[src/prio_fwd_cfg_map.vh]
// Register offsets, fields, reset values for the priority map and
// unknown-frame forwarding configuration. Definitions only.
// Assumes one register port in the switch system clock domain.
// How it works
// - bits 3:2 give priority for tag five
// - bits 1:0 give priority for tag four
// - two-queue mode maps results to low/high
// - result 0 low, result 3 high always
// - split bit0 steers result1, bit1 result2
// - split 00: results 0,1,2 low
// - split 10 default: 0,1 low, 2,3 high
// - split 11: only result 0 low
// - unicast enable bit 5, resets disabled
// - unicast map zero discards, resets zero
// - map bits 4:1 are per-port mask
// - map bit 0 reserved and ignored
// - multicast enable bit 5, resets disabled
// - multicast control only for non-IP frames
// - multicast map zero discards, resets zero
`ifndef PRIO_FWD_CFG_MAP_VH
`define PRIO_FWD_CFG_MAP_VH

// Register offsets
`define OFS_UPPER_TAG_MAP 8'h81
`define OFS_TWO_Q_SPLIT 8'h82
`define OFS_UNK_UNI_FWD 8'h83
`define OFS_UNK_MC_FWD 8'h84

// Field positions
`define TAG5_HI 3
`define TAG5_LO 2
`define TAG4_HI 1
`define TAG4_LO 0
`define SPLIT_HI 7
`define SPLIT_LO 6
`define FWD_EN_BIT 5
`define FWD_MAP_HI 4
`define FWD_MAP_LO 0
`define FWD_MASK_LO 1
`define DRIVE_HI 7
`define DRIVE_LO 6

// Reset values
`define RST_TAG5 2'h2
`define RST_TAG4 2'h2
`define RST_SPLIT 2'h2
`define RST_SPLIT_RSVD 6'h04
`define RST_FWD_EN 1'h0
`define RST_FWD_MAP 5'h00
`define RST_DRIVE 2'h1

// Tag codes handled here
`define PCP_FOUR 3'h4
`define PCP_FIVE 3'h5

`endif

[src/unknown_fwd_decode.v]
// One unknown-frame forwarding decision, registered.
// Assumes enable and map come from the register bank, same clock.
`timescale 1ns/1ps
module unknown_fwd_decode #(
	parameter PORTS = 4
)(
	input wire core_clk,
	input wire rst,
	input wire lookReq,
	input wire fwdEnable,
	input wire [PORTS:0] portMap,
	output reg useMap_r,
	output reg drop_r,
	output reg [PORTS-1:0] portMask_r
);

	// Mask without the reserved low bit
	wire [PORTS-1:0] maskBits;
	assign maskBits = portMap[PORTS:1];

	// Decision held until the next lookup
	always @(posedge core_clk)
	begin
		if (rst)
		begin
			useMap_r <= 1'b0;
			drop_r <= 1'b0;
			portMask_r <= {PORTS{1'b0}};
		end
		else if (lookReq)
		begin
			// Disabled map leaves the default path in charge
			useMap_r <= fwdEnable;
			drop_r <= fwdEnable & ~(|maskBits);
			portMask_r <= fwdEnable ? maskBits : {PORTS{1'b0}};
		end
	end

endmodule

[src/prio_fwd_cfg.v]
// Priority map upper tags, two-queue split and unknown-frame
// forwarding configuration for the switch forwarding engine.
// Assumes register port and engine lookups share core_clk.
`timescale 1ns/1ps
`include "prio_fwd_cfg_map.vh"
module prio_fwd_cfg #(
	parameter PORTS = 4
)(
	input wire core_clk,
	input wire rst,
	input wire [7:0] regAddr,
	input wire [7:0] regWrData,
	input wire regWr,
	input wire regRd,
	output reg [7:0] regRdData_r,
	output reg regRdValid_r,
	input wire pcpLook,
	input wire [2:0] pcpCode,
	output reg pcpHit_r,
	output reg [1:0] tagPriority_r,
	input wire queueLook,
	input wire twoQueueMode,
	input wire [1:0] prioResult,
	output reg queueValid_r,
	output reg queueHigh_r,
	input wire unkLook,
	input wire unkIsUnicast,
	input wire unkIsIp,
	output reg unkValid_r,
	output reg unkUseMap_r,
	output reg unkDrop_r,
	output reg [PORTS-1:0] unkPortMask_r
);

	// Stored fields
	reg [1:0] pcp_five_priority_r;
	reg [1:0] pcp_four_priority_r;
	reg [1:0] two_queue_split_select_r;
	reg uniEnable_r;
	reg [4:0] uniMap_r;
	reg mcEnable_r;
	reg [4:0] mcMap_r;
	reg [1:0] driveSel_r;

	// Address decode
	wire selTag;
	wire selSplit;
	wire selUni;
	wire selMc;
	assign selTag = (regAddr == `OFS_UPPER_TAG_MAP);
	assign selSplit = (regAddr == `OFS_TWO_Q_SPLIT);
	assign selUni = (regAddr == `OFS_UNK_UNI_FWD);
	assign selMc = (regAddr == `OFS_UNK_MC_FWD);

	// Writable fields; read-only bits are simply not stored
	always @(posedge core_clk)
	begin
		if (rst)
		begin
			pcp_five_priority_r <= `RST_TAG5;
			pcp_four_priority_r <= `RST_TAG4;
			two_queue_split_select_r <= `RST_SPLIT;
			uniEnable_r <= `RST_FWD_EN;
			uniMap_r <= `RST_FWD_MAP;
			mcEnable_r <= `RST_FWD_EN;
			mcMap_r <= `RST_FWD_MAP;
			driveSel_r <= `RST_DRIVE;
		end
		else if (regWr)
		begin
			if (selTag)
			begin
				pcp_five_priority_r <= regWrData[`TAG5_HI:`TAG5_LO];
				pcp_four_priority_r <= regWrData[`TAG4_HI:`TAG4_LO];
			end
			// Value 01 is accepted as written; decode stays bitwise
			if (selSplit)
				two_queue_split_select_r <= regWrData[`SPLIT_HI:`SPLIT_LO];
			if (selUni)
			begin
				uniEnable_r <= regWrData[`FWD_EN_BIT];
				uniMap_r <= regWrData[`FWD_MAP_HI:`FWD_MAP_LO];
			end
			if (selMc)
			begin
				driveSel_r <= regWrData[`DRIVE_HI:`DRIVE_LO];
				mcEnable_r <= regWrData[`FWD_EN_BIT];
				mcMap_r <= regWrData[`FWD_MAP_HI:`FWD_MAP_LO];
			end
		end
	end

	// Read mux; reserved bits show fixed reset values
	reg [7:0] rdMux;
	always @*
	begin
		rdMux = 8'h00;
		if (selTag)
			rdMux = {4'h0, pcp_five_priority_r, pcp_four_priority_r};
		else if (selSplit)
			rdMux = {two_queue_split_select_r, `RST_SPLIT_RSVD};
		else if (selUni)
			rdMux = {2'h0, uniEnable_r, uniMap_r};
		else if (selMc)
			rdMux = {driveSel_r, mcEnable_r, mcMap_r};
	end

	// Read data registered; unmapped offsets answer zero
	always @(posedge core_clk)
	begin
		if (rst)
		begin
			regRdData_r <= 8'h00;
			regRdValid_r <= 1'b0;
		end
		else
		begin
			regRdValid_r <= regRd;
			if (regRd)
				regRdData_r <= rdMux;
		end
	end

	// Tag lookup; only codes four and five are answered here
	always @(posedge core_clk)
	begin
		if (rst)
		begin
			pcpHit_r <= 1'b0;
			tagPriority_r <= 2'h0;
		end
		else
		begin
			pcpHit_r <= 1'b0;
			if (pcpLook)
			begin
				if (pcpCode == `PCP_FIVE)
				begin
					pcpHit_r <= 1'b1;
					tagPriority_r <= pcp_five_priority_r;
				end
				else if (pcpCode == `PCP_FOUR)
				begin
					pcpHit_r <= 1'b1;
					tagPriority_r <= pcp_four_priority_r;
				end
			end
		end
	end

	// Two-queue split; bitwise so every split value is defined
	reg queueHigh_nxt;
	always @*
	begin
		case (prioResult)
			2'h0: queueHigh_nxt = 1'b0;
			2'h1: queueHigh_nxt = two_queue_split_select_r[0];
			2'h2: queueHigh_nxt = two_queue_split_select_r[1];
			2'h3: queueHigh_nxt = 1'b1;
			default: queueHigh_nxt = 1'b0;
		endcase
	end

	// Queue answer only in two-queue mode
	always @(posedge core_clk)
	begin
		if (rst)
		begin
			queueValid_r <= 1'b0;
			queueHigh_r <= 1'b0;
		end
		else
		begin
			queueValid_r <= queueLook & twoQueueMode;
			if (queueLook & twoQueueMode)
				queueHigh_r <= queueHigh_nxt;
		end
	end

	// IP multicast bypasses the multicast control entirely
	wire uniReq;
	wire mcReq;
	assign uniReq = unkLook & unkIsUnicast;
	assign mcReq = unkLook & ~unkIsUnicast & ~unkIsIp;

	wire uniUse;
	wire uniDrop;
	wire [PORTS-1:0] uniMask;
	wire mcUse;
	wire mcDrop;
	wire [PORTS-1:0] mcMask;

	unknown_fwd_decode #(.PORTS(PORTS)) uniDec (
		.core_clk(core_clk),
		.rst(rst),
		.lookReq(uniReq),
		.fwdEnable(uniEnable_r),
		.portMap(uniMap_r[PORTS:0]),
		.useMap_r(uniUse),
		.drop_r(uniDrop),
		.portMask_r(uniMask)
	);

	unknown_fwd_decode #(.PORTS(PORTS)) mcDec (
		.core_clk(core_clk),
		.rst(rst),
		.lookReq(mcReq),
		.fwdEnable(mcEnable_r),
		.portMap(mcMap_r[PORTS:0]),
		.useMap_r(mcUse),
		.drop_r(mcDrop),
		.portMask_r(mcMask)
	);

	// Remember which decoder answers; IP multicast frames get no answer
	reg uniSel_r;
	reg mcSel_r;
	always @(posedge core_clk)
	begin
		if (rst)
		begin
			uniSel_r <= 1'b0;
			mcSel_r <= 1'b0;
		end
		else
		begin
			uniSel_r <= uniReq;
			mcSel_r <= mcReq;
		end
	end

	// Final registered answer, one cycle behind the decoders
	always @(posedge core_clk)
	begin
		if (rst)
		begin
			unkValid_r <= 1'b0;
			unkUseMap_r <= 1'b0;
			unkDrop_r <= 1'b0;
			unkPortMask_r <= {PORTS{1'b0}};
		end
		else
		begin
			unkValid_r <= uniSel_r | mcSel_r;
			if (uniSel_r)
			begin
				unkUseMap_r <= uniUse;
				unkDrop_r <= uniDrop;
				unkPortMask_r <= uniMask;
			end
			else if (mcSel_r)
			begin
				unkUseMap_r <= mcUse;
				unkDrop_r <= mcDrop;
				unkPortMask_r <= mcMask;
			end
			else if (unkValid_r)
			begin
				unkUseMap_r <= 1'b0;
				unkDrop_r <= 1'b0;
				unkPortMask_r <= {PORTS{1'b0}};
			end
		end
	end

endmodule

[config.mk]
export PLATFORM = sky130hd
export DESIGN_NAME = prio_fwd_cfg
export DESIGN_NICKNAME = d
export VERILOG_FILES = /design/src/unknown_fwd_decode.v /design/src/prio_fwd_cfg.v
export VERILOG_INCLUDE_DIRS = /design/src
export SDC_FILE = /design/constraint.sdc
export NUM_CORES = 1
export LEC_CHECK = 0
export BUFFER_PORTS_ARGS = -buffer_cell sky130_fd_sc_hd__buf_2
export CORE_MARGIN = 2
export CORE_UTILIZATION = 53
export DETAILED_ROUTE_END_ITERATION = 10
export GPL_ROUTABILITY_DRIVEN = 0
export PLACE_DENSITY_LB_ADDON = 0.25
export REMOVE_ABC_BUFFERS = 1
export SETUP_SLACK_MARGIN = 0.4
export SLEW_MARGIN = 20
export SYNTH_ARGS = -nofsm -noshare
export SYNTH_HDL_FRONTEND = slang
export SYNTH_SLANG_ARGS = --single-unit
[constraint.sdc]
create_clock -name core_clk -period 1.54 [get_ports core_clk]
set_clock_uncertainty 0.15 [all_clocks]
set_input_delay 0.154 -clock core_clk [delete_from_list [all_inputs] [get_ports core_clk]]
set_output_delay 0.154 -clock core_clk [all_outputs]
set_load 0.005 [all_outputs]
==> impl_summary.txt, run 1 <==
----------------------------------------------------
[Run status]
  Result of the run ... complete, no violations

[Drt]
  Via Count ... 2149
  Drt via density ... 5.58
  Number of DRC violations after detailed routing ... 0
  Wirelength per Cell ... around 16 µm
  Violation count after the first detailed-routing iteration ... 151
  WL final ... 6090 µm
  Detailed-router iteration count before antenna repair ... 4
  Antenna Nets Post-Route ... 0

[Place]
  Count of input and output buffers ... 51
  Worst setup slack before clock tree synthesis ... 55.6 ps
  Placed insts ... roughly 360
  HPWL after detailed placement ... 3780 µm

[Logic synthesis]
  Largest area contributor in the synthesized netlist ... sky130_fd_sc_hd__dfxtp_1
  Post-synthesis area per instance ... 8.83 µm²
  Gate count after technology mapping ... 257
  Number of synthesized register bits ... 55
  Most instantiated flip-flop cell in the synthesis netlist ... sky130_fd_sc_hd__dfxtp_1
  Leading post-synthesis cells by cell area ... sky130_fd_sc_hd__dfxtp_1, sky130_fd_sc_hd__mux2i_1, sky130_fd_sc_hd__nor2_1
  Distinct cell type count of the synthesized netlist ... 35
  Async SR Flop Fraction ... 0%
  Yosys Warn Count ... 0
  Count leader, synth ... sky130_fd_sc_hd__dfxtp_1
  Sequential cell area fraction in the yosys report ... approximately half
  Synthesized area ... 0.00227 mm²
  Cell types with the highest counts after synthesis ... sky130_fd_sc_hd__dfxtp_1, sky130_fd_sc_hd__nor2_1, sky130_fd_sc_hd__a21oi_1, sky130_fd_sc_hd__nand2_1, sky130_fd_sc_hd__mux2i_1
  EDFF count, synth ... 0
  Share of the synthesized area in the top cell type ... 48.5%

[Critical path]
  Critical path capture point type ... flop
  Required time worst endpoint ... between 1500 and 2000 ps
  Maximum fanout along the worst path ... 7
  Worst r2r src ... mcSel_r$_SDFF_PP0_
  Type of the worst setup path ... reg2reg
  Worst setup SP type ... flop
  Setup slack on the worst flop-to-flop path ... ~190 ps
  Critical R2R Capture ... unkPortMask_r[2]$_SDFFE_PP0P_
  Worst Reg-to-Reg Cells ... 5
  Worst EP arrival ... 1460 ps

[Job]
  # Max-Cap Violations ... 0

[Clocking]
  TritonCTS clock tree ... yes
  H-Tree Level Count ... 2
  Clock sink total ... between 50 and 60
  CTS Buffer Depth ... 2
  Clock-pin transition on the worst setup and hold timing paths ... 100 ps
  Cell chosen for the clock root ... sky130_fd_sc_hd__clkbuf_8
  Cts bufs inserted ... 5
  Latest clock arrival within the worst-skew pair ... 310 ps

[Cells and area]
  Ratio of cells with drive above 1 in the final layout ... between 30% and 40%
  Final non-filler cell total ... 385
  Area growth, synth to finish ... 37.0%
  Number of inserted diodes ... 0
  Final nets ... 365
  Final core area utilization ... between 70 and 80%

[Global route]
  First-pass GRT wire length ... 9570 µm
  Initial antenna violation count ... 0
  Pin count of the biggest net entering global routing ... 52
  Residual overflow from global routing ... 0
  Number of global-route vias before repair ... 2072
  Global-route total usage across every layer ... 24.7%

[Pwr]
  Leakage Power ... 1.31 nW
  Design Power ... 2.81 mW
  Power per cell area ... 903 mW/mm²
  Peak supply drop ... 641 µV

[Worst hold path]
  Worst hold path class ... in2reg
  HP Start ... regRd
  Cell depth of the worst hold path ... 2
  Terminating pin of the worst hold path ... regRdData_r[4]$_SDFFE_PP0P_

[Floorplan]
  Number of placed I/O pins ... 52
  Core area ... 0.00406 mm²
  Initial Util ... a little under three fifths
  Horizontal die dimension ... a little under 70 µm
  Die Span Y ... 69.4 µm
  Area of the die ... between 0.004 and 0.005 mm²
  Standard-cell rows ... 23

[Timing]
  Final Hold Violating Endpoints ... 0
  Setup repair after global routing missed its margin ... yes
  Post-route fraction of the period consumed by the critical path ... 87.9%
  Total negative slack for setup checks ... 0 ps
  Setup violators final ... 0
  Count of final max-slew check failures ... 0
  Final setup slack of the worst path ... 187 ps
  Transition time of the tightest slew-check pin ... 493 ps
  Headroom to the max-slew limit ... 67.1%
  Timing-limited maximum frequency ... around 740 MHz
  Final worst path period need ... approximately 1400 ps

----------------------------------------------------
[logic make-up after synthesis]
group                  Yosys count  share of synthesized area [%]
AOI/OAI and AO/OA               49                           13.2
DFF                             55                           48.5
muxes                           21                           9.26
and+or+nand+nor                114                           25.6
buffers and inverters           18                           3.42
[where the power goes]
group	total (mW)	leakage (nW)	internal [mW]	switching, mW
sequential	1.44	0.448	1.43	0.0114
combinational	0.251	0.799	0.122	0.129
clock	1.11	0.0654	0.650	0.463
total	2.81	1.31	2.20	0.603
[sequential cells by signal (all words and copies together) (netlist names), 2 cells and up]
| register | count |
|---|---|
| mcMap_r | 5 |
| tagPriority_r | 2 |
| pcp_five_priority_r | 2 |
| unkPortMask_r | 4 |
| mcDec.portMask_r | 4 |
| two_queue_split_select_r | 2 |
| uniMap_r | 5 |
| driveSel_r | 2 |
| regRdData_r | 8 |
| uniDec.portMask_r | 4 |
| pcp_four_priority_r | 2 |
[worst max-delay path by stage]
| stage | from | end | slack [ps] | cells past startpoint |
|---|---|---|---|---|
| floorplan | regAddr[6] | driveSel_r[0]$_SDFFE_PP1P_ | 80 | 4 |
| global placement | regAddr[2] | uniMap_r[2]$_SDFFE_PP0P_ | 80 | 5 |
| detailed placement | regAddr[1] | mcEnable_r$_SDFFE_PP0P_ | 60 | 6 |
| CTS | uniMap_r[1]$_SDFFE_PP0P_ | uniDec.drop_r$_SDFFE_PP0P_ | 190 | 4 |
| global route | uniMap_r[1]$_SDFFE_PP0P_ | uniDec.drop_r$_SDFFE_PP0P_ | 110 | 4 |
| finish | mcSel_r$_SDFF_PP0_ | unkPortMask_r[2]$_SDFFE_PP0P_ | 190 | 5 |
[routing by layer]
layer / wire (µm) / global-route usage (%) / up-vias
li1: - / - / 1058
met1: 2790 / 33.8 / 1029
met2: 2970 / 39.6 / 54
met3: 236 / 4.22 / 8
met4: 89 / 8.50 / 0
met5: 0 / 0 / -
[through the flow]
stage	hold slack [ps]	instance area, µm²
finish	11.1	3110
global route	27.7	3110
CTS	6.04	2970
detailed placement	193	2650
global placement	186	2650
floorplan	73.1	2200
[area by class of cell]
class	instances	area [µm²]
well taps	50	62.6
fillers	299	948
inverters	3	11.3
clock buffers	6	72.6
repair buffers	85	601
clock inverters	2	60.1
flip-flops and latches	55	1110
multi-input cells	184	1190
[critical path: stages (launching register included)]
cell                      delay (ps)
sky130_fd_sc_hd__dfxtp_4         370
sky130_fd_sc_hd__buf_4           140
sky130_fd_sc_hd__or3b_4          370
sky130_fd_sc_hd__a21oi_2         130
sky130_fd_sc_hd__a21oi_1          50
sky130_fd_sc_hd__nor2_1           90
[cells in the final DEF, fill, tap and decap left out, types with 2 or more instances in the layout]
master | synthesis | layout
sky130_fd_sc_hd__nor3_1 | 7 | 4
sky130_fd_sc_hd__a32oi_1 | 4 | 4
sky130_fd_sc_hd__inv_1 | 3 | 3
sky130_fd_sc_hd__a211oi_1 | 2 | 2
sky130_fd_sc_hd__nor2_1 | 49 | 49
sky130_fd_sc_hd__mux2i_1 | 21 | 18
sky130_fd_sc_hd__dfxtp_2 | 0 | 4
sky130_fd_sc_hd__nand4b_1 | 2 | 2
sky130_fd_sc_hd__nand4_1 | 4 | 4
sky130_fd_sc_hd__clkbuf_8 | 0 | 5
sky130_fd_sc_hd__nand2_1 | 23 | 22
sky130_fd_sc_hd__or3b_2 | 7 | 5
sky130_fd_sc_hd__nand3_1 | 6 | 6
sky130_fd_sc_hd__dlygate4sd3_1 | 0 | 14
sky130_fd_sc_hd__dfxtp_1 | 55 | 49
sky130_fd_sc_hd__o2bb2ai_1 | 3 | 2
sky130_fd_sc_hd__buf_6 | 0 | 8
sky130_fd_sc_hd__or3b_4 | 0 | 2
sky130_fd_sc_hd__o32ai_1 | 2 | 2
sky130_fd_sc_hd__mux2i_2 | 0 | 2
sky130_fd_sc_hd__nor2b_1 | 3 | 2
sky130_fd_sc_hd__a21oi_1 | 32 | 28
sky130_fd_sc_hd__a22o_1 | 2 | 2
sky130_fd_sc_hd__buf_2 | 3 | 46
sky130_fd_sc_hd__bufinv_16 | 0 | 2
sky130_fd_sc_hd__and2b_2 | 0 | 2
sky130_fd_sc_hd__and3b_1 | 2 | 2
sky130_fd_sc_hd__a21oi_2 | 0 | 4
sky130_fd_sc_hd__dfxtp_4 | 0 | 2
sky130_fd_sc_hd__nor3_2 | 0 | 3
sky130_fd_sc_hd__buf_4 | 1 | 16
[what timing repair did]
action	CTS	global route
setup buffers	0	4
endpoints found under the setup margin	18	27
hold buffers	14	0
resized for setup	16	28
pin swaps	7	10
cloned	0	0
hold endpoints to repair	25	0
No activity file was read; power rests on OpenSTA's default activity.
==> inputs of run 2 (changes only) <==
--- a/config.mk
+++ b/config.mk
@@ -8,7 +8,7 @@
 export LEC_CHECK = 0
 export BUFFER_PORTS_ARGS = -buffer_cell sky130_fd_sc_hd__buf_2
 export CORE_MARGIN = 2
-export CORE_UTILIZATION = 53
+export CORE_UTILIZATION = 48
 export DETAILED_ROUTE_END_ITERATION = 10
 export GPL_ROUTABILITY_DRIVEN = 0
 export PLACE_DENSITY_LB_ADDON = 0.25
==> constraint.sdc (replaced) <==
create_clock -name core_clk -period 1.14 [get_ports core_clk]
set_clock_uncertainty 0.15 [all_clocks]
set_input_delay 0.114 -clock core_clk [delete_from_list [all_inputs] [get_ports core_clk]]
set_output_delay 0.114 -clock core_clk [all_outputs]
set_load 0.005 [all_outputs]
==> run 2 against run 1 <==
The flow now finishes with violations (negative hold slack, negative setup slack). Worst hold slack worse by 190 ps. Wire length decreased by 3.8%. Register-to-register slack worse by 390 ps. Critical path depth shrank 1. Core utilization fell by 4.1 points.
==> impl_summary.txt, run 2 (same netlist as run 1, synthesis figures left out) <==
----------------------------------------------------
[Floorplan]
  Core area ... 0.00463 mm²
  Die Span Y ... 72.8 µm
  Number of placed I/O pins ... 52
  Standard-cell rows ... 25
  Area of the die ... 0.00529 mm²
  Horizontal die dimension ... 72.8 µm
  Initial Util ... 49.0%

[Clocking]
  Latest clock arrival within the worst-skew pair ... slightly above 300 ps
  CTS Buffer Depth ... 2
  Clock sink total ... 55
  TritonCTS clock tree ... yes
  H-Tree Level Count ... 2
  Clock-pin transition on the worst setup and hold timing paths ... 110 ps
  Cell chosen for the clock root ... sky130_fd_sc_hd__clkbuf_8
  Cts bufs inserted ... 5

[Drt]
  Number of DRC violations after detailed routing ... 0
  Detailed-router iteration count before antenna repair ... 4
  Antenna Nets Post-Route ... 0
  Via Count ... 2124
  Drt via density ... approximately 5.4
  Wirelength per Cell ... 15.0 µm
  WL final ... 5860 µm
  Violation count after the first detailed-routing iteration ... between 100 and 150

[Global route]
  Number of global-route vias before repair ... 1896
  Initial antenna violation count ... 0
  First-pass GRT wire length ... 9150 µm
  Global-route total usage across every layer ... 22.4%
  Pin count of the biggest net entering global routing ... 36
  Residual overflow from global routing ... 0

[Place]
  Placed insts ... 378
  HPWL after detailed placement ... ~4000 µm
  Count of input and output buffers ... 51

[Cells and area]
  Ratio of cells with drive above 1 in the final layout ... 56.0%
  Final nets ... 366
  Number of inserted diodes ... 0
  Register with the highest flop count ... regRdData_r
  Commonest cells after routing, fill and taps aside ... sky130_fd_sc_hd__nor2_1, sky130_fd_sc_hd__buf_2, sky130_fd_sc_hd__dfxtp_2
  Filler instances ... 340
  Most common cell after layout, fill and taps aside ... sky130_fd_sc_hd__nor2_1
  Area growth, synth to finish ... 47.9%
  Final non-filler cell total ... 390
  Flip-flop count of the largest register after layout ... 8
  Registers with the most flip-flops ... regRdData_r: 8 flops, mcMap_r: 5 flops, uniMap_r: 5 flops
  Final core area utilization ... 72.5%

[Critical path]
  Maximum fanout along the worst path ... 2
  Required time worst endpoint ... 1260 ps
  Worst setup SP type ... flop
  Critical path capture point type ... flop
  Worst EP arrival ... between 1000 and 1500 ps
  Type of the worst setup path ... reg2reg

[Pwr]
  Leakage Power ... roughly 1.4 nW
  Share of total power in sequential cells ... a little under three fifths
  Switching part of the total ... 25.4%
  Net load switching power ... between 800 and 900 µW
  Combinational Power Share ... 10.1%
  Peak supply drop ... approximately 920 µV
  Clock network fraction of design power ... 32.8%
  Power per cell area ... slightly above 1000 mW/mm²
  Total internal power ... 2.54 mW

[Timing]
  Transition time of the tightest slew-check pin ... 336 ps
  Post-route fraction of the period consumed by the critical path ... 118%
  Timing-limited maximum frequency ... 744 MHz
  Headroom to the max-slew limit ... 77.5%
  Final worst hold slack ... -174 ps
  Count of final max-slew check failures ... 0
  Final setup slack of the worst path ... -204 ps
  Final worst path period need ... between 1000 and 1500 ps
  Setup violators final ... 10
  Total negative slack for setup checks ... -1010 ps
  Setup repair after global routing missed its margin ... yes
  Final Hold Violating Endpoints ... 27

[Job]
  # Max-Cap Violations ... 0

[Run status]
  Result of the run ... complete, but fails checks
  Failing checks ... negative hold slack, negative setup slack

[Worst hold path]
  Worst hold path class ... in2reg

----------------------------------------------------
[run 2: cell count changes in the layout (fill, tap and decap cells not counted), moves of 4 or more]
cell and change:
sky130_fd_sc_hd__buf_4 +5, sky130_fd_sc_hd__a21oi_2 +13, sky130_fd_sc_hd__buf_6 +12, sky130_fd_sc_hd__dfxtp_1 -30
sky130_fd_sc_hd__dfxtp_4 +6, sky130_fd_sc_hd__a21oi_1 -13, sky130_fd_sc_hd__or3b_2 -4, sky130_fd_sc_hd__dlygate4sd3_1 -14
sky130_fd_sc_hd__or3b_4 +5, sky130_fd_sc_hd__buf_2 -4, sky130_fd_sc_hd__dfxtp_2 +24
[run 2: worst max-delay path, cell delays in order (launching register included)]
cell,delay [ps]
sky130_fd_sc_hd__dfxtp_2,340
sky130_fd_sc_hd__or4b_4,540
sky130_fd_sc_hd__nor3_4,150
sky130_fd_sc_hd__a21oi_2,50
sky130_fd_sc_hd__nor2_1,70
[run 2: timing repair]
item / CTS / global route
setup endpoints to repair: 72 / 71
pin swaps: 35 / 31
setup buffers: 0 / 4
endpoints found under the hold margin: 30 / 21
gates resized for setup: 66 / 66
[run 2: power by group through the flow]
stage	clock network [mW]	registers, mW	logic, mW
final	1.11	1.94	0.344
after global routing	1.20	1.95	0.374
after CTS	1.12	1.95	0.307
after detailed placement	0	2.00	0.284
after global placement	0	2.00	0.280
after floorplan	0	2.00	0.0796
[run 2: layout make-up]
| class | count | area [µm²] | share of cell area, % |
|---|---|---|---|
| multi-input combinational | 184 | 1380 | 41.1 |
| sequential | 55 | 1170 | 34.7 |
| tap | 54 | 67.6 | 2.01 |
| clock inverter | 3 | 22.5 | 0.671 |
| inverter | 3 | 11.3 | 0.335 |
| clock buffer | 5 | 68.8 | 2.05 |
| timing repair buffer | 86 | 641 | 19.1 |
[run 2: routing by layer]
metal,part of all wire (%),vias up,track usage (%)
met1,48,1014,33.4
met4,0.84,0,5.56
li1,-,1059,-
met2,47,45,33.1
met3,4.4,6,4.56
met5,0,-,0
[run 2: worst paths after layout]
path / from / to / slack, ps / depth (start not counted)
setup / recovery: mcMap_r[2]$_SDFFE_PP0P_ / mcDec.drop_r$_SDFFE_PP0P_ / -200 / 4
hold / removal: pcpCode[1] / pcpHit_r$_SDFF_PP0_ / -170 / 2
setup reg to reg: mcMap_r[2]$_SDFFE_PP0P_ / mcDec.drop_r$_SDFFE_PP0P_ / -200 / 4
hold reg to reg: regRdData_r[2]$_SDFFE_PP0P_ / regRdData_r[2]$_SDFFE_PP0P_ / 310 / 2
[run 2: per-stage QoR]
stage	power, mW	worst slack, ps	area [µm²]	hold WS [ps]
floorplan	2.08	-284	2200	33.1
global placement	2.28	-258	2780	146
detailed placement	2.28	-297	2780	150
CTS	3.38	-201	3050	-181
global route	3.52	-212	3360	-164
finish	3.40	-204	3360	-174
==> inputs of run 3 (changes only) <==
--- a/config.mk
+++ b/config.mk
@@ -11,7 +11,8 @@
 export CORE_UTILIZATION = 48
 export DETAILED_ROUTE_END_ITERATION = 10
 export GPL_ROUTABILITY_DRIVEN = 0
-export PLACE_DENSITY_LB_ADDON = 0.25
+export PLACE_DENSITY = 0.84
+export RECOVER_POWER = 50
 export REMOVE_ABC_BUFFERS = 1
 export SETUP_SLACK_MARGIN = 0.4
 export SLEW_MARGIN = 20
==> run 3 against run 2 <==
The flow still finishes with violations (negative hold slack, negative setup slack). Cell count rose by 2.8%. Design area increased by 4.0%. Combinational power grew 12%. Worst setup slack got worse by 66 ps. Power grew 7.6%. Sequential share of layout area shrank 1.6 points. Count of clock-buffer cells in the layout did not move. Fmax decreased by 4.7%.
==> impl_summary.txt, run 3 (same netlist as run 1, synthesis figures left out) <==
----------------------------------------------------
[Run status]
  Result of the run ... complete, but fails checks
  Failing checks ... negative hold slack, negative setup slack

[Global route]
  Residual overflow from global routing ... 0
  Number of global-route vias before repair ... between 2000 and 2500
  Global-route total usage across every layer ... 27.5%
  First-pass GRT wire length ... 11000 µm
  Initial antenna violation count ... 0
  Pin count of the biggest net entering global routing ... 32

[Place]
  Placed insts ... about 380
  HPWL after detailed placement ... 4110 µm
  Count of input and output buffers ... 51

[Timing]
  Final worst hold slack ... -196 ps
  Setup violators final ... 18
  Timing-limited maximum frequency ... a little over 700 MHz
  Final Hold Violating Endpoints ... 15
  Count of final max-slew check failures ... 0
  Final worst path period need ... 1410 ps
  Transition time of the tightest slew-check pin ... 830 ps
  Headroom to the max-slew limit ... between 40% and 50%
  Post-route fraction of the period consumed by the critical path ... 124%
  Final setup slack of the worst path ... -270 ps
  Setup repair after global routing missed its margin ... yes

[Floorplan]
  Initial Util ... 49.0%
  Core area ... around 0.0046 mm²
  Number of placed I/O pins ... 52
  Die Span Y ... 72.8 µm
  Standard-cell rows ... 25
  Horizontal die dimension ... 72.8 µm
  Area of the die ... roughly 0.0053 mm²

[Critical path]
  Worst r2r src ... uniMap_r[1]$_SDFFE_PP0P_
  Maximum fanout along the worst path ... 2
  Required time worst endpoint ... 1230 ps
  Family with the most delay on the worst path ... simple AND/OR/NAND/NOR gates
  Worst setup SP type ... flop
  Critical R2R Capture ... uniDec.drop_r$_SDFFE_PP0P_
  Setup slack on the worst flop-to-flop path ... -270 ps
  Type of the worst setup path ... reg2reg
  Max stage delay cell, worst path ... sky130_fd_sc_hd__or4b_4
  List of cells traversed by the critical path ... or4b_4 > nor3_4 > a21oi_2 > nor2_1
  Worst EP arrival ... ~1500 ps
  Critical path capture point type ... flop
  Total buffers and inverters traversed by the critical path ... 0
  Worst Reg-to-Reg Cells ... 4
  Peak per-stage delay on the critical path ... roughly 540 ps

[Pwr]
  Power per cell area ... 1050 mW/mm²
  Total internal power ... 2.76 mW
  Net load switching power ... 900 µW
  Switching part of the total ... 24.6%
  Combinational Power Share ... about a tenth
  Clock network fraction of design power ... 36.2%
  Peak supply drop ... between 500 and 600 µV
  Leakage Power ... ~1.5 nW
  Design Power ... between 3 and 4 mW
  Share of total power in sequential cells ... 53.3%

[Clocking]
  H-Tree Level Count ... 2
  Latest clock arrival within the worst-skew pair ... ~330 ps
  Cell chosen for the clock root ... sky130_fd_sc_hd__clkbuf_8
  TritonCTS clock tree ... yes
  CTS Buffer Depth ... 2
  Cts bufs inserted ... 5
  Clock-pin transition on the worst setup and hold timing paths ... 110 ps
  Clock sink total ... 55

[Drt]
  Drt via density ... 6.34
  Number of DRC violations after detailed routing ... 0
  Antenna Nets Post-Route ... 0
  Via Count ... 2544
  Violation count after the first detailed-routing iteration ... 308
  Wirelength per Cell ... around 21 µm
  Detailed-router iteration count before antenna repair ... 6
  WL final ... 8410 µm

[Cells and area]
  Register with the highest flop count ... regRdData_r
  Final nets ... 377
  Commonest cells after routing, fill and taps aside ... sky130_fd_sc_hd__nor2_1, sky130_fd_sc_hd__buf_2, sky130_fd_sc_hd__buf_6
  Ratio of cells with drive above 1 in the final layout ... 57.3%
  Final non-filler cell total ... 401
  Number of inserted diodes ... 0
  Area growth, synth to finish ... 53.8%
  Flip-flop count of the largest register after layout ... 8
  Final core area utilization ... ~75%
  Registers with the most flip-flops ... regRdData_r: 8 flops, mcMap_r: 5 flops, uniMap_r: 5 flops
  Filler instances ... 273
  Multi-input gate area in the final layout ... 0.00138 mm²
  Sequential cell area ... 0.00116 mm²
  Most common cell after layout, fill and taps aside ... sky130_fd_sc_hd__nor2_1

[Job]
  # Max-Cap Violations ... 0

[Worst hold path]
  HP Start ... pcpCode[1]
  Terminating pin of the worst hold path ... pcpHit_r$_SDFF_PP0_
  Cell depth of the worst hold path ... 2
  Worst hold path class ... in2reg

----------------------------------------------------
[run 3: power by group through the flow]
stage	Clock, mW	Combinational [mW]	Sequential (mW)
after floorplan	0	0.0796	2.00
after global placement	0	0.274	2.00
after detailed placement	0	0.279	2.00
after CTS	1.31	0.324	1.95
after global routing	1.40	0.403	1.95
final	1.32	0.384	1.95
[run 3: worst max-delay path by stage]
stage                                  start                          to  slack [ps]  depth (start not counted)
floorplan                         regAddr[6]  driveSel_r[0]$_SDFFE_PP1P_        -280                          4
global placement                  regAddr[6]     mcEnable_r$_SDFFE_PP0P_        -240                          6
detailed placement                regAddr[6]     mcMap_r[2]$_SDFFE_PP0P_        -290                          6
CTS                 uniMap_r[1]$_SDFFE_PP0P_  uniDec.drop_r$_SDFFE_PP0P_        -210                          4
global route        uniMap_r[1]$_SDFFE_PP0P_  uniDec.drop_r$_SDFFE_PP0P_        -300                          4
finish              uniMap_r[1]$_SDFFE_PP0P_  uniDec.drop_r$_SDFFE_PP0P_        -270                          4
[run 3: per-layer routing]
layer	part of all wire [%]	global-route usage (%)	vias to the layer above
met5	0	0	-
met4	5.6	11.5	0
met3	8.6	8.98	52
met2	47	46.3	180
met1	38	32.0	1231
li1	-	-	1081
[run 3: layout make-up]
cell class | count | area share, %
clock inverters | 3 | 1.25
repair buffers | 97 | 21.8
flip-flops and latches | 55 | 33.2
multi-input cells | 184 | 39.6
clock buffers | 5 | 1.97
inverters | 3 | 0.323
well taps | 54 | 1.94
[run 3: repair_timing]
action | CTS | global route
pin swaps | 48 | 30
setup endpoints to repair | 73 | 72
setup buffers | 8 | 8
hold endpoints to repair | 23 | 17
resized for setup | 94 | 55
cloned | 0 | 0
[run 3: worst register-to-register path: cells and delay by family, from the launching register on]
| family | cells | cell delay, ps |
|---|---|---|
| and+or+nand+nor | 3 | 800 |
| DFF | 1 | 330 |
| AOI/OAI and AO/OA | 1 | 50 |
[run 3: metrics by stage]
step / instance area [µm²] / setup TNS (ps) / worst slack [ps]
after global placement: 2780 / -6530 / -239
after global routing: 3490 / -2840 / -296
final: 3490 / -2150 / -270
after CTS: 3240 / -1780 / -214
after detailed placement: 2780 / -7940 / -290
after floorplan: 2200 / -2980 / -284
